### config.mk
export PLATFORM = sky130hd
export DESIGN_NAME = dpsr_bank
export DESIGN_NICKNAME = d
export VERILOG_FILES = /design/src/shared/dpsr_pkg.sv /design/src/hw/dpsr_bank.sv
export VERILOG_INCLUDE_DIRS = /design/src /design/src/shared
export SDC_FILE = /design/constraint.sdc
export NUM_CORES = 1
export LEC_CHECK = 0
export ABC_AREA = 0
export BUFFER_PORTS_ARGS = -buffer_cell sky130_fd_sc_hd__buf_2
export CAP_MARGIN = 20
export CELL_PAD_IN_SITES_DETAIL_PLACEMENT = 0
export CELL_PAD_IN_SITES_GLOBAL_PLACEMENT = 1
export CORE_UTILIZATION = 44
export CTS_CLUSTER_SIZE = 10
export DETAILED_ROUTE_END_ITERATION = 16
export GPL_ROUTABILITY_DRIVEN = 1
export GPL_TIMING_DRIVEN = 1
export PLACE_DENSITY = 0.83
export SLEW_MARGIN = 20
export SYNTH_ARGS = -nofsm -noshare
export SYNTH_HDL_FRONTEND = slang
export SYNTH_SLANG_ARGS = --single-unit
### constraint.sdc
create_clock -name sys_clk -period 2.91 [get_ports sys_clk]
set_clock_uncertainty 0.1 [all_clocks]
set_input_delay 0 -clock sys_clk [delete_from_list [all_inputs] [get_ports sys_clk]]
set_output_delay 0 -clock sys_clk [all_outputs]
set_load 0.01 [all_outputs]
### src/shared/dpsr_defines.svh
// offsets, reset values and field positions of the page and scratch bank
`ifndef DPSR_DEFINES_SVH
`define DPSR_DEFINES_SVH
`define DPSR_OFF_SCRATCH1 8'h84
`define DPSR_OFF_SCRATCH2 8'h85
`define DPSR_OFF_SCRATCH3 8'h86
`define DPSR_OFF_CHAN0_PAGE 8'h87
`define DPSR_OFF_SCRATCH4 8'h88
`define DPSR_OFF_CHAN6_PAGE 8'h89
`define DPSR_OFF_CHAN7_PAGE 8'h8A
`define DPSR_OFF_CHAN5_PAGE 8'h8B
`define DPSR_RST_BYTE 8'h00
`define DPSR_PAGE_LSB 16
`endif

### src/shared/dpsr_pkg.sv
// types shared by the page and scratch bank
package dpsr_pkg;
   typedef logic [7:0] dpsr_byte_t;
   typedef logic [27:0] dpsr_addr_t;
   typedef logic [15:0] dpsr_low_t;
   typedef enum logic [1:0] {DPSR_CH0 = 2'h0, DPSR_CH5 = 2'h1, DPSR_CH6 = 2'h2,
      DPSR_CH7 = 2'h3} dpsr_chan_t;
endpackage

### src/hw/dpsr_bank.sv
// page and scratch register bank with DMA address formation
`timescale 1ns/1ps
`include "dpsr_defines.svh"
module dpsr_bank (
   input wire logic sys_clk,
   input wire logic nrst,
   input wire logic io_wr,
   input wire logic io_rd,
   input wire dpsr_pkg::dpsr_byte_t io_addr,
   input wire dpsr_pkg::dpsr_byte_t io_wdata,
   output dpsr_pkg::dpsr_byte_t io_rdata,
   output logic io_hit,
   output logic ext_bus_wr,
   output dpsr_pkg::dpsr_byte_t ext_bus_addr,
   output dpsr_pkg::dpsr_byte_t ext_bus_data,
   input wire logic enhanced_mode_enable,
   input wire logic chan5_alternate_width,
   input wire logic chan6_alternate_width,
   input wire logic chan7_alternate_width,
   input wire dpsr_pkg::dpsr_chan_t dma_chan,
   input wire dpsr_pkg::dpsr_low_t dma_low_addr,
   input wire logic [3:0] dma_ext_page,
   input wire logic dma_cross,
   input wire logic dma_down,
   output dpsr_pkg::dpsr_addr_t dma_addr,
   output logic dma_byte_mode
);
   import dpsr_pkg::*;

   // ************************************************************
   // register storage
   // ************************************************************
   dpsr_byte_t scr1_ff, scr2_ff, scr3_ff, scr4_ff;
   dpsr_byte_t pg0_ff, pg5_ff, pg6_ff, pg7_ff;
   logic scr_hit, pg_hit, cur_byte;
   dpsr_byte_t cur_page, nxt_page, nxt_rdata;

   always_comb begin
      scr_hit = (io_addr == `DPSR_OFF_SCRATCH1) || (io_addr == `DPSR_OFF_SCRATCH2) ||
         (io_addr == `DPSR_OFF_SCRATCH3) || (io_addr == `DPSR_OFF_SCRATCH4);
      pg_hit = (io_addr == `DPSR_OFF_CHAN0_PAGE) || (io_addr == `DPSR_OFF_CHAN5_PAGE) ||
         (io_addr == `DPSR_OFF_CHAN6_PAGE) || (io_addr == `DPSR_OFF_CHAN7_PAGE);
   end

   always_ff @(posedge sys_clk or negedge nrst) begin
      if (!nrst) begin
         scr1_ff <= `DPSR_RST_BYTE;
         scr2_ff <= `DPSR_RST_BYTE;
         scr3_ff <= `DPSR_RST_BYTE;
         scr4_ff <= `DPSR_RST_BYTE;
      end else if (io_wr) begin
         if (io_addr == `DPSR_OFF_SCRATCH1) scr1_ff <= io_wdata;
         if (io_addr == `DPSR_OFF_SCRATCH2) scr2_ff <= io_wdata;
         if (io_addr == `DPSR_OFF_SCRATCH3) scr3_ff <= io_wdata;
         if (io_addr == `DPSR_OFF_SCRATCH4) scr4_ff <= io_wdata;
      end
   end

   // ************************************************************
   // transfer width and page stepping
   // ************************************************************
   // ch0 always byte mode; ch5-ch7 word mode unless enhanced plus alternate width
   always_comb begin
      unique case (dma_chan)
         DPSR_CH0: cur_byte = 1'b1;
         DPSR_CH5: cur_byte = enhanced_mode_enable & chan5_alternate_width;
         DPSR_CH6: cur_byte = enhanced_mode_enable & chan6_alternate_width;
         DPSR_CH7: cur_byte = enhanced_mode_enable & chan7_alternate_width;
      endcase
      unique case (dma_chan)
         DPSR_CH0: cur_page = pg0_ff;
         DPSR_CH5: cur_page = pg5_ff;
         DPSR_CH6: cur_page = pg6_ff;
         DPSR_CH7: cur_page = pg7_ff;
      endcase
      // carry by 1 in byte mode, by 2 in word mode so bit 0 is kept
      if (dma_down) begin
         nxt_page = cur_page - (cur_byte ? 8'h01 : 8'h02);
      end else begin
         nxt_page = cur_page + (cur_byte ? 8'h01 : 8'h02);
      end
   end

   logic do_step;
   // engine updates only in enhanced mode
   assign do_step = dma_cross & enhanced_mode_enable;

   // page registers; a processor write wins over a step
   always_ff @(posedge sys_clk or negedge nrst) begin
      if (!nrst) begin
         pg0_ff <= `DPSR_RST_BYTE;
         pg5_ff <= `DPSR_RST_BYTE;
         pg6_ff <= `DPSR_RST_BYTE;
         pg7_ff <= `DPSR_RST_BYTE;
      end else begin
         if (io_wr && io_addr == `DPSR_OFF_CHAN0_PAGE) pg0_ff <= io_wdata;
         else if (do_step && dma_chan == DPSR_CH0) pg0_ff <= nxt_page;
         if (io_wr && io_addr == `DPSR_OFF_CHAN5_PAGE) pg5_ff <= io_wdata;
         else if (do_step && dma_chan == DPSR_CH5) pg5_ff <= nxt_page;
         if (io_wr && io_addr == `DPSR_OFF_CHAN6_PAGE) pg6_ff <= io_wdata;
         else if (do_step && dma_chan == DPSR_CH6) pg6_ff <= nxt_page;
         if (io_wr && io_addr == `DPSR_OFF_CHAN7_PAGE) pg7_ff <= io_wdata;
         else if (do_step && dma_chan == DPSR_CH7) pg7_ff <= nxt_page;
      end
   end

   // ************************************************************
   // processor read port
   // ************************************************************
   // reads answer from the stored copy only
   always_comb begin
      nxt_rdata = 8'h00;
      unique case (io_addr)
         `DPSR_OFF_SCRATCH1: nxt_rdata = scr1_ff;
         `DPSR_OFF_SCRATCH2: nxt_rdata = scr2_ff;
         `DPSR_OFF_SCRATCH3: nxt_rdata = scr3_ff;
         `DPSR_OFF_SCRATCH4: nxt_rdata = scr4_ff;
         `DPSR_OFF_CHAN0_PAGE: nxt_rdata = pg0_ff;
         // bit 0 reads back as written unless a byte-mode step has changed it
         `DPSR_OFF_CHAN5_PAGE: nxt_rdata = pg5_ff;
         `DPSR_OFF_CHAN6_PAGE: nxt_rdata = pg6_ff;
         `DPSR_OFF_CHAN7_PAGE: nxt_rdata = pg7_ff;
         default: nxt_rdata = 8'h00;
      endcase
   end

   always_ff @(posedge sys_clk or negedge nrst) begin
      if (!nrst) begin
         io_rdata <= 8'h00;
         io_hit <= 1'b0;
      end else begin
         io_rdata <= io_rd ? nxt_rdata : 8'h00;
         io_hit <= (io_rd | io_wr) & (scr_hit | pg_hit);
      end
   end

   // ************************************************************
   // peripheral bus mirror
   // ************************************************************
   // one-cycle mirror of scratch writes; reads never start one
   always_ff @(posedge sys_clk or negedge nrst) begin
      if (!nrst) begin
         ext_bus_wr <= 1'b0;
         ext_bus_addr <= 8'h00;
         ext_bus_data <= 8'h00;
      end else begin
         ext_bus_wr <= io_wr & scr_hit;
         if (io_wr && scr_hit) begin
            ext_bus_addr <= io_addr;
            ext_bus_data <= io_wdata;
         end
      end
   end

   // ************************************************************
   // DMA address formation
   // ************************************************************
   // registered, so the address trails the page and channel by one cycle
   always_ff @(posedge sys_clk or negedge nrst) begin
      if (!nrst) begin
         dma_addr <= 28'h0000000;
         dma_byte_mode <= 1'b1;
      end else begin
         dma_byte_mode <= cur_byte;
         if (cur_byte) begin
            // full page byte in byte mode
            dma_addr <= {dma_ext_page, cur_page, dma_low_addr};
         end else begin
            // word mode: page bits 7..1 then low field shifted up one
            dma_addr <= {dma_ext_page, cur_page[7:1], dma_low_addr, 1'b0};
         end
      end
   end
endmodule // dpsr_bank

==> results of run 1 <==
[cells in the mapped netlist (2+ instances only)]
cell type,n
ha_1,7
mux2_2,68
inv_1,9
and2_1,2
mux4_2,11
a221oi_1,2
xnor2_1,3
a22oi_1,11
buf_6,2
buf_2,6
nand4_1,2
clkbuf_1,16
mux2i_1,6
nor3_4,2
nor3b_1,2
dfrtp_1,118
nand2b_1,2
o22ai_1,2
nor2_1,33
buf_1,5
a21oi_1,27
a31oi_1,3
or3_1,2
nand2_1,40
a311oi_1,3
o32ai_1,3
nor2_2,2
o21ai_0,34
nor2b_1,12
a21o_1,5
a22o_1,4
nor3_1,6
nand3_1,10
mux2_1,5
[layer usage]
metal	vias to the layer above	track usage	part of all wire
met1	2287	0.289	0.41
li1	2080	-	-
met5	-	0	0
met2	128	0.411	0.54
met3	23	0.0434	0.036
met4	0	0.0991	0.020
[power breakdown]
group	switching [W]	leakage [nW]	internal, W
registers	0.000229	1.52	0.00200
clock network	0.000745	0.294	0.00139
logic	0.000756	1.68	0.000747
total	0.00173	3.49	0.00414
[area by class of cell]
| type | instances | share of cell area |
|---|---|---|
| Sequential cell | 119 | 0.398 |
| Clock inverter | 11 | 0.0196 |
| Inverter | 9 | 0.00451 |
| Clock buffer | 21 | 0.0615 |
| Tap cell | 172 | 0.0288 |
| Multi-Input combinational cell | 332 | 0.347 |
| Timing Repair Buffer | 158 | 0.140 |
[stage by stage]
stage / utilization / setup slack (ns) / std cells
after detailed placement: 0.508 / 0.0510 / 747
after floorplan: - / 0.0795 / 490
final: 0.593 / 0.124 / 822
after CTS: 0.590 / 0.0465 / 821
after global placement: 0.508 / 0.112 / 747
after global routing: 0.593 / 0.0124 / 822
[repair_timing]
| action | in CTS | in global routing |
|---|---|---|
| pin swaps | 0 | 4 |
| setup buffers | 0 | 1 |
| hold endpoints to repair | 158 | 0 |
| hold buffers | 42 | 0 |
| endpoints found under the setup margin | 1 | 8 |
| gates resized for setup | 1 | 7 |
[cells by family (layout without fill, tap and decap cells)]
group	after synthesis	in the layout
compound gates	107	107
xor+xnor	4	4
fa+ha+maj	8	8
buf+inv	39	199
flops	119	119
mux	90	90
simple gates	123	123
[how the worst min path moves through the flow]
| stage | startpoint | to | cells after the start |
|---|---|---|---|
| floorplan | nrst | dma_addr[0]$_DFF_PN0_ | 0 |
| global placement | nrst | ext_bus_addr[7]$_DFFE_PN0P_ | 1 |
| detailed placement | nrst | ext_bus_data[5]$_DFFE_PN0P_ | 1 |
| CTS | dma_chan[0] | dma_addr[17]$_DFF_PN0_ | 2 |
| global route | dma_chan[0] | dma_addr[17]$_DFF_PN0_ | 2 |
| finish | dma_chan[0] | dma_addr[17]$_DFF_PN0_ | 2 |
==> results.md, run 1 <==
Synth:
- The area fraction in compound gates after synthesis came to 0.117.
- The netlist area before placement is 5710 µm².
- Of the total synthesized cell area, the portion taken by full adders, half adders and majority gates is 0.0188.
- The average instance area after synthesis is 11.7 µm².
- The share of the Yosys chip area taken by registers is 0.522.
- In the post-synthesis netlist, the biggest area contributors are dfrtp_1 52%, mux2_2 13%, mux4_2 4.3%.
- After synthesis, the share of cell area in mux cells is 0.198.
- The number of nets in the synthesized netlist is 546.
- After synthesis, the largest family of logic cells by area is multiplexers.
- The xor and xnor fraction of the mapped netlist area is 0.00613.
- The synthesized design spends more area on one cell type than any other, namely dfrtp_1.
- In the synthesized netlist the dominant register cell turns out to be dfrtp_1.
- The simple-gate area share of the yosys netlist is 0.108.
- The top-area cell type share of the netlist area is 0.517.
- The async set-or-reset flop fraction in the synthesized netlist is 1.00.
- Synthesis inferred 119 register bits.
- The number of enable flip-flop cells after synthesis is 0.
- Counting every instance in the synthesized netlist gives 490.
- For this run, the number of Yosys warnings is 0.
- The number of different library cells used by synthesis comes to 59.

Final layout:
- The area of combinational cells with multiple inputs is 2600 µm².
- Once layout is done, the placed cells without fillers occupy 7480 µm².
- The most common cell after layout, fill and taps aside is dfrtp_1.
- The layout has 1059 filler cells.
- The register cell area after layout is 2980 µm².
- Relative to the synthesized area, the layout overhead comes to 31.0%.
- More flip-flops sit in one register than any other, and that register is dma_addr.
- The number of antenna diodes in the final layout is 0.
- The flip-flop count of the largest register, all copies and words added is 28.
- The top cell types in the final layout, fill and taps aside, are 118 x dfrtp_1, 101 x buf_2, 68 x mux2_2, 42 x dlygate4sd3_1, 40 x nand2_1.
- The net count of the finished layout is 693.
- The fraction of layout instances using a drive strength above 1 is 0.375.

Floorplanning:
- The starting density of the core is 0.453.
- The area enclosed by the die boundary is 13400 µm².
- The core area is 12600 µm².
- The die is 116 µm tall.
- The number of placement rows is 41.
- From left edge to right edge, the die measures 116 µm.
- The number of placed I/O pins is 103.

GRT:
- The residual overflow from global routing is 0.
- The maximum number of pins on one net before global-route repair is 64.
- The first global-routing pass estimated 23.5 mm of wire.
- The number of antenna violations at the first check in global routing came to 0.
- For this run, the total global-route usage over all layers was measured as 0.236.
- The via count of the first global-routing pass is 4488.

Setup path:
- The number of stages on the worst setup path is 8.
- The kind of end point of the critical path is a flop.
- At the worst endpoint, the required time is 3.11 ns.
- STA classifies the critical path startpoint as a flop.
- Walking the worst path, the cells encountered are mux4_2 -> ha_1 -> nor2b_1 -> or3_1 -> a21oi_2 -> mux2i_2 -> a311oi_1 -> a21o_1.
- The destination of the worst register-to-register timing path is pg5_ff[6]$_DFFE_PN0P_.
- In this run the worst path has a maximum fanout of 4.
- The path depth of the worst reg2reg path is 8.
- On the worst path, the slowest cell contributes a delay of 0.49 ns.
- The critical path is of the flop to flop type.
- The most critical setup path has its startpoint at pg7_ff[2]$_DFFE_PN0P_.
- The number of buffers and inverters on the critical path is 0.
- The setup check on the worst reg-to-reg path leaves a slack of 0.12 ns.
- The cell at the slowest stage of the critical path is mux4_2.
- For the worst setup path, the data arrival time is 2.99 ns.
- The end point of the critical path is pg5_ff[6]$_DFFE_PN0P_.
- The kind of cell with the highest combined delay along the critical path is multiplexers.
- The startpoint identified for the worst register-to-register timing path is pg7_ff[2]$_DFFE_PN0P_.

Clocking:
- The level count of the clock H-tree is 4.
- The largest buffer count on any clock path is 2.
- The clock reaches the later pin of the worst-skew pair after 0.42 ns.
- The number of clock sinks is 119.
- The CTS tree is done.
- After clock tree synthesis, the clock-pin slew on the worst setup and hold paths is 0.05 ns.
- Clock tree synthesis inserted a total of 17 buffers.
- CTS placed an instance of clkbuf_16 at the clock tree root.

STA:
- The final period demand of the worst path is 2.79 ns.
- The number of hold-slack violations in the final timing report is 0.
- Setup repair after global routing left no endpoint under its margin.
- The final-report max-slew violation count is 0.
- The worst slew slack as a fraction of its limit is 0.482.
- The achievable clock frequency is 0.359 GHz.
- Setup violations remaining at the end of the flow were counted as 0.
- The minimum hold slack is 0.0370 ns.
- The fraction of the cycle the final worst path needs is 0.957.
- The worst-margin pin slew is 0.774 ns.
- The total negative slack is 0 ns.

Drt:
- In this run the remaining antenna-violating nets after routing total 0.
- Before antenna repair, the detailed router went through 5 iterations.
- For this block, the via count after detailed routing is 4518.
- The number of remaining DRC errors is 0.
- The routed design has 14.8 mm of wire.
- The routed length per placed instance is 18.0 µm.
- In this run, the number of DRC markers left after iteration 0 of detailed routing was 186.
- The post-detailed-route via-to-cell ratio is 5.50.

Min path:
- The kind of path behind the tightest hold check is input port to flop.

Placement:
- The estimated wirelength of the detail-placed design is 10.1 mm.
- The final estimated routing congestion in global placement is 0.946.
- After detailed placement, the total cell area comes to 6410 µm².
- Input and output buffers added on the ports amount to 102.

Power and ir drop:
- The power density over cell area is 784 nW/µm².
- IR analysis of the VDD net gives a maximum drop of 0.326 mV.
- The leakage power is 3.49 nW.
- The total power is 0.00587 W.

Job:
- The reported max-cap violation count is 0.

Run status:
- The run finished with clean final reports.
(Power assumes the default switching activity.)
==> run 2: changes to the inputs <==
- GPL_TIMING_DRIVEN: 1 -> default
- REMOVE_ABC_BUFFERS: default -> 1
==> run 2 against run 1 <==
- fmax about the same
- highest routed layer unchanged
- final cell count is 0.24% lower
- largest power group unchanged
- critical endpoint is now pg6_ff[6]$_DFFE_PN0P_
- first-iteration DRC count is 62% higher
- count of clock-buffer cells in the layout fell by 2
- die area unchanged
==> results.md, run 2 (synthesized netlist as in run 1, its figures left out) <==
Final layout:
- Leaving out fill and tap cells, the most frequent cell in the layout is dfrtp_1.
- Ranked by flip-flop count, first place goes to dma_addr.
- Of the cells placed in the final design, the portion with a size suffix greater than 1 is 0.373.
- In the layout the commonest cells are 118 x dfrtp_1, 100 x buf_2, 68 x mux2_2, 41 x dlygate4sd3_1, 40 x nand2_1.
- The utilization after layout is 0.588.
- From synthesis to final layout, the design area changed by 30.0%.
- The flip-flop count of the largest register, all copies and words added is 28.
- The number of nets in the layout is 691.
- The total inserted antenna cells is 0.

Clocking:
- The CTS tree is done.
- The post-CTS repair timing setup buffer count is 0.
- Clock-pin slew was measured on the worst setup and hold paths at 0.06 ns.
- CTS built an H-tree with a depth of 4.
- The number of clock sinks is 119.
- The longest clock path from root to sink contains 2 buffers.
- The clock latency on the worst-skew pair is 0.42 ns.
- The clock tree root buffer cell is clkbuf_16.
- The number of clock buffers added by TritonCTS is 17.

Drt:
- The routed design has 14.6 mm of wire.
- After detailed routing, the average wire length per cell comes to 17.8 µm.
- The violation count after the first detailed-routing iteration is 302.
- In the routed design, unresolved DRC markers number 0.
- In the routed layout, each cell is associated on average with a via count of 5.45.
- For this block, the via count after detailed routing is 4469.
- The detail route stage leaves a number of antenna-violating nets equal to 0.
- The detailed-routing iteration count for the pre-antenna-repair pass is 5.

Floorplanning:
- For this design the top-level I/O count stands at 103.
- The y dimension of the die is 116 µm.
- The die covers 13400 µm².
- The core area is 12600 µm².
- The starting density of the core is 0.453.
- The die width is 116 µm.
- The number of placement rows is 41.

STA:
- The final period demand of the worst path is 2.79 ns.
- The number of hold-slack violations in the final timing report is 0.
- Setup violations remaining at the end of the flow were counted as 0.
- The final-report max-slew violation count is 0.
- The fraction of the cycle the final worst path needs is 0.958.
- The total negative slack is 0 ns.
- The achievable clock frequency is 0.359 GHz.
- The worst slew slack as a fraction of its limit is 0.475.
- At the pin with the least slew margin, the transition time is 0.788 ns.

Min path:
- The source of the worst hold timing path is dma_chan[1].
- The path class of the tightest hold or removal check is input port to flop.

Placement:
- The final estimated routing congestion in global placement is 0.867.
- Port buffering added 102 buffers.
- Summed over all nets, the half-perimeter wirelength after detailed placement is 10.0 mm.

Setup path:
- The flop-to-flop setup slack is 0.12 ns.
- Along the worst path, the maximum fanout reaches 4.
- The worst register-to-register path begins at pg6_ff[0]$_DFFE_PN0P_.
- STA classifies the critical path startpoint as a flop.
- Tracing the worst setup path back leads to its startpoint at pg6_ff[0]$_DFFE_PN0P_.
- The kind of end point of the critical path is a flop.
- The arrival time at the worst endpoint is 3.00 ns.
- Data on the critical path is required at its endpoint by 3.12 ns.
- The setup path with the least slack is of type flop to flop.

Power and ir drop:
- The maximum ir drop on the vdd rail is 0.549 mV.
- The power density over cell area is 783 nW/µm².
- The leakage power is 3.46 nW.

GRT:
- The first global-routing pass estimated 22.9 mm of wire.
- The residual overflow from global routing is 0.
- The number of antenna violations at the first check in global routing is 0.
- The via count of the first global-routing pass is 4340.
- The maximum number of pins on one net before global-route repair is 60.
- In the global route stage, overall resource usage came out at 0.230.

Job:
- Across the run, the number of max-cap violations was 0.

Run status:
- The flow ran to the end, and the final reports show no timing, DRC or antenna violations.
-- run 2: cell count changes in the layout (fill, tap and decap cells not counted), sizes merged --
cell	before	now
clkbuf	21	19
clkinv	4	6
buf	116	115
bufinv	3	2
clkinvlp	2	3
dlygate4sd3	42	41
-- run 2: final timing paths --
check,to,cells after the start
max,pg6_ff[6]$_DFFE_PN0P_,10
min,dma_addr[17]$_DFF_PN0_,2
max reg2reg,pg6_ff[6]$_DFFE_PN0P_,10
min reg2reg,ext_bus_data[6]$_DFFE_PN0P_,1
max in group asynchronous,dma_byte_mode$_DFF_PN1_,3
min in group asynchronous,dma_addr[22]$_DFF_PN0_,2
-- run 2: stage by stage --
| step | worst slack [ns] | hold slack [ns] | cells | power, W | instance area (µm²) |
|---|---|---|---|---|---|
| global route | -0.0105 | 0.0232 | 820 | 0.00612 | 7420 |
| detailed placement | 0.0885 | 0.00935 | 747 | 0.00366 | 6400 |
| floorplan | -0.0543 | -0.396 | 460 | 0.00314 | 5570 |
| global placement | 0.174 | 0.00883 | 747 | 0.00361 | 6400 |
| CTS | 0.00727 | 0.0119 | 820 | 0.00579 | 7400 |
| finish | 0.122 | 0.0161 | 820 | 0.00581 | 7420 |
-- run 2: power breakdown --
| group | switching [W] | total (W) | internal (W) |
|---|---|---|---|
| Sequential | 0.000258 | 0.00226 | 0.00200 |
| Combinational | 0.000769 | 0.00149 | 0.000726 |
| Clock | 0.000768 | 0.00206 | 0.00129 |
| Total | 0.00179 | 0.00581 | 0.00402 |
-- run 2: cell type report --
type | count | area [µm²]
Clock buffer | 19 | 443
Clock inverter | 13 | 149
Fill cell | 1087 | 5190
Inverter | 9 | 33.8
Multi-Input combinational cell | 332 | 2580
Sequential cell | 119 | 2980
Tap cell | 172 | 215
Timing Repair Buffer | 156 | 1020
-- run 2: repair_timing --
| action | in CTS | in global routing |
|---|---|---|
| gates resized for setup | 0 | 8 |
| setup endpoints to repair | 0 | 12 |
| hold buffers | 41 | 0 |
| endpoints found under the hold margin | 158 | 0 |
-- run 2: critical path, cell delays in order (launching register included) --
cell and delay, ns:
dfrtp_1 0.40, mux4_2 0.46, inv_1 0.09, ha_2 0.19, fa_2 0.21, nor2b_1 0.06
or3_4 0.33, a21oi_2 0.18, mux2i_2 0.33, a311oi_1 0.15, a21o_1 0.18
-- run 2: per-layer routing --
layer / vias up / part of all wire / track usage
met3: 22 / 0.074 / 0.0570
met4: 0 / 0.019 / 0.0880
met2: 204 / 0.47 / 0.369
met5: - / 0 / 0
li1: 2067 / - / -
met1: 2176 / 0.44 / 0.302
==> run 3: changes to the inputs <==
- CORE_MARGIN: default -> 1.5
==> run 3 against run 2 <==
- count of clock-buffer cells in the layout is 1 lower
- worst setup slack worse by 0.015 ns
- largest cell class unchanged
- worst hold slack worse by 0.0060 ns
- global-route usage is essentially flat
- final cell count up 0.61%
- register-to-register slack hardly changed
- critical path depth unchanged
- clock power is 3% lower
- design area increased by 1.2%
- total power up 0.31%
- sequential cell count stayed put
- wire length grew 3.0%
==> results.md, run 3 (synthesized netlist as in run 1, its figures left out) <==
Run status:
- The run finished with clean final reports.

Drt:
- Before antenna repair, the detailed router went through 5 iterations.
- The detailed router placed 4544 vias in this run.
- After detailed routing, the average wire length per cell comes to 18.2 µm.
- The number of remaining DRC errors is 0.
- Once detail routing completed, the nets flagged for antenna violations numbered 0.
- The detailed router finished its first iteration with 342 violations.
- The post-detailed-route via-to-cell ratio is 5.51.
- The total wire length after detailed routing is 15.0 mm.

GRT:
- The met3 usage in global routing is 0.0427.
- The layer flagged by global routing as most heavily used is met2.
- The met1 capacity usage during global routing is 0.319.
- The total routing usage reported by global routing is 0.230.
- The wire length of the first global-routing pass is 23.4 mm.
- The number of antenna violations at the first check in global routing is 0.
- For this run, global-route usage on met2 was measured as 0.361.
- The via count of the first global-routing pass was 4383.
- The residual overflow from global routing is 0.
- The maximum number of pins on one net before global-route repair is 59.

STA:
- Setup total negative slack on the finished layout was measured at 0 ns.
- The minimum hold slack is 0.0101 ns.
- Based on the critical path, the design can be clocked at up to 0.357 GHz.
- The final-report max-slew violation count was 0.
- The fraction of the cycle the final worst path needs is 0.963.
- The final setup violation count is 0.
- The number of hold-slack violations in the final timing report is 0.
- The worst slew slack as a fraction of its limit is 0.504.
- The worst-margin pin slew is 0.741 ns.
- Counting I/O delays and the setup requirement, the final critical path takes 2.80 ns.

Clocking:
- Clock-pin slew was measured on the worst setup and hold paths at 0.06 ns.
- The clock tree root buffer cell is clkbuf_16.
- Clock latency on the worst-skew pair, taken at its later pin, is 0.42 ns.
- The level count of the clock H-tree is 4.
- TritonCTS built the clock tree.
- The largest buffer count on any clock path is 2.
- Counting the buffers created by CTS gives 17.
- The tree built by TritonCTS fans out to 119 sinks.

Final layout:
- With fillers left out, the area of the finished cells amounts to 7510 µm².
- Measured on the finished design, the core utilization comes to 0.595.
- The fraction of layout instances using a drive strength above 1 is 0.383.
- Leaving out fill and tap cells, the most frequent cell in the layout is dfrtp_1.
- The top cell types in the final layout, fill and taps aside, are 118 x dfrtp_1, 100 x buf_2, 68 x mux2_2, 43 x dlygate4sd3_1, 40 x nand2_1.
- The total inserted antenna cells is 0.
- Counting flops per register, the top entry is dma_addr.
- The growth of design area from synthesis to finish is 31.6%.
- The flip-flop count of the largest register, all copies and words added is 28.
- The number of inserted filler cells in the final layout is 1060.
- For this run, the post-layout net count is 696.

Setup path:
- The worst setup path is of the flop to flop kind.
- The kind of start point of the critical path is a flop.
- The kind of end point of the critical path is a flop.
- The arrival time at the worst endpoint is 3.01 ns.
- Data on the critical path is required at its endpoint by 3.12 ns.
- The biggest fanout along the worst timing path is 4.

Power and ir drop:
- The internal power is 0.00398 W.
- In this run the power density over the cells is 776 nW/µm².
- Overall power consumption after layout is estimated at 0.00583 W.
- The net switching fraction of the power is 0.317.
- Of the total power, registers draw 0.386.
- The clock network fraction of total power is 0.341.
- VDD sags by at most 0.460 mV.
- The analysis attributes to cell leakage a power of 3.50 nW.
- The net load switching power is 0.00185 W.
- The share of total power dissipated in combinational logic is 0.274.

Floorplanning:
- 103 I/O pins were placed.
- The initial utilization of the core area, before any placement, comes to 0.453.
- The y dimension of the die is 117 µm.
- The die width is 117 µm.
- The area enclosed by the die boundary is 13700 µm².
- The number of placement rows is 41.
- The total area inside the core boundary comes to 12600 µm².

Min path:
- The kind of path behind the tightest hold check is input port to asynchronous set/reset pin.

Placement:
- The final estimated routing congestion in global placement is 0.868.
- The instance area after placement is 6450 µm².
- During placement, the flow inserted port buffers numbering 102.
- The estimated wirelength of the detail-placed design is 10.2 mm.

Job:
- The reported max-cap violation count is 0.
## run 3: critical path, stage by stage, from the launching register on
cell and delay [ns]:
dfrtp_1 0.40, mux4_2 0.46, inv_1 0.10, ha_2 0.20
fa_2 0.21, nor2b_1 0.06, or3_4 0.35, a21oi_4 0.18
mux2i_4 0.30, a311oi_2 0.13, a21o_1 0.19
## run 3: per-stage QoR
step                      std cells  setup WS, ns
after CTS                       825        0.0259
after floorplan                 460       -0.0543
after global placement          750         0.143
after global routing            825       -0.0421
final                           825         0.107
after detailed placement        750        0.0416
## run 3: power groups by stage
stage               Clock (W)  Combinational (W)  Sequential, W
finish                0.00199            0.00159        0.00225
global route          0.00208            0.00175        0.00229
CTS                   0.00200            0.00146        0.00224
detailed placement          0            0.00140        0.00226
global placement            0            0.00136        0.00225
floorplan                   0           0.000894        0.00224
## run 3: final cells by class
type / instances / area (µm²) / share of cell area
Sequential cell: 119 / 2980 / 0.396
Multi-Input combinational cell: 332 / 2630 / 0.349
Timing Repair Buffer: 161 / 1090 / 0.146
Clock buffer: 18 / 439 / 0.0584
Tap cell: 172 / 215 / 0.0286
Clock inverter: 14 / 128 / 0.0170
Inverter: 9 / 33.8 / 0.00450
## run 3: final timing paths
path / cells after the start / slack [ns] / endpoint / from
min in group sys_clk: 3 / 0.03 / dma_addr[23]$_DFF_PN0_ / dma_chan[1]
max in group asynchronous: 3 / 1.95 / dma_byte_mode$_DFF_PN1_ / nrst
max: 10 / 0.11 / pg6_ff[6]$_DFFE_PN0P_ / pg7_ff[0]$_DFFE_PN0P_
min: 2 / 0.01 / ext_bus_wr$_DFF_PN0_ / nrst
max reg2reg: 10 / 0.11 / pg6_ff[6]$_DFFE_PN0P_ / pg7_ff[0]$_DFFE_PN0P_
min reg2reg: 1 / 0.37 / ext_bus_addr[7]$_DFFE_PN0P_ / ext_bus_addr[7]$_DFFE_PN0P_
## run 3: timing repair
| action | 4_1_cts | 5_1_grt |
|---|---|---|
| gates resized for setup | 0 | 14 |
| hold buffers | 43 | 0 |
| hold endpoints to repair | 219 | 0 |
| setup endpoints to repair | 0 | 20 |
| buffers inserted | 0 | 0 |
## run 3: per-layer routing
metal	vias up	wire length, µm
met4	0	320
met3	28	979
met1	2243	6630
met5	-	0
li1	2076	-
met2	197	7100
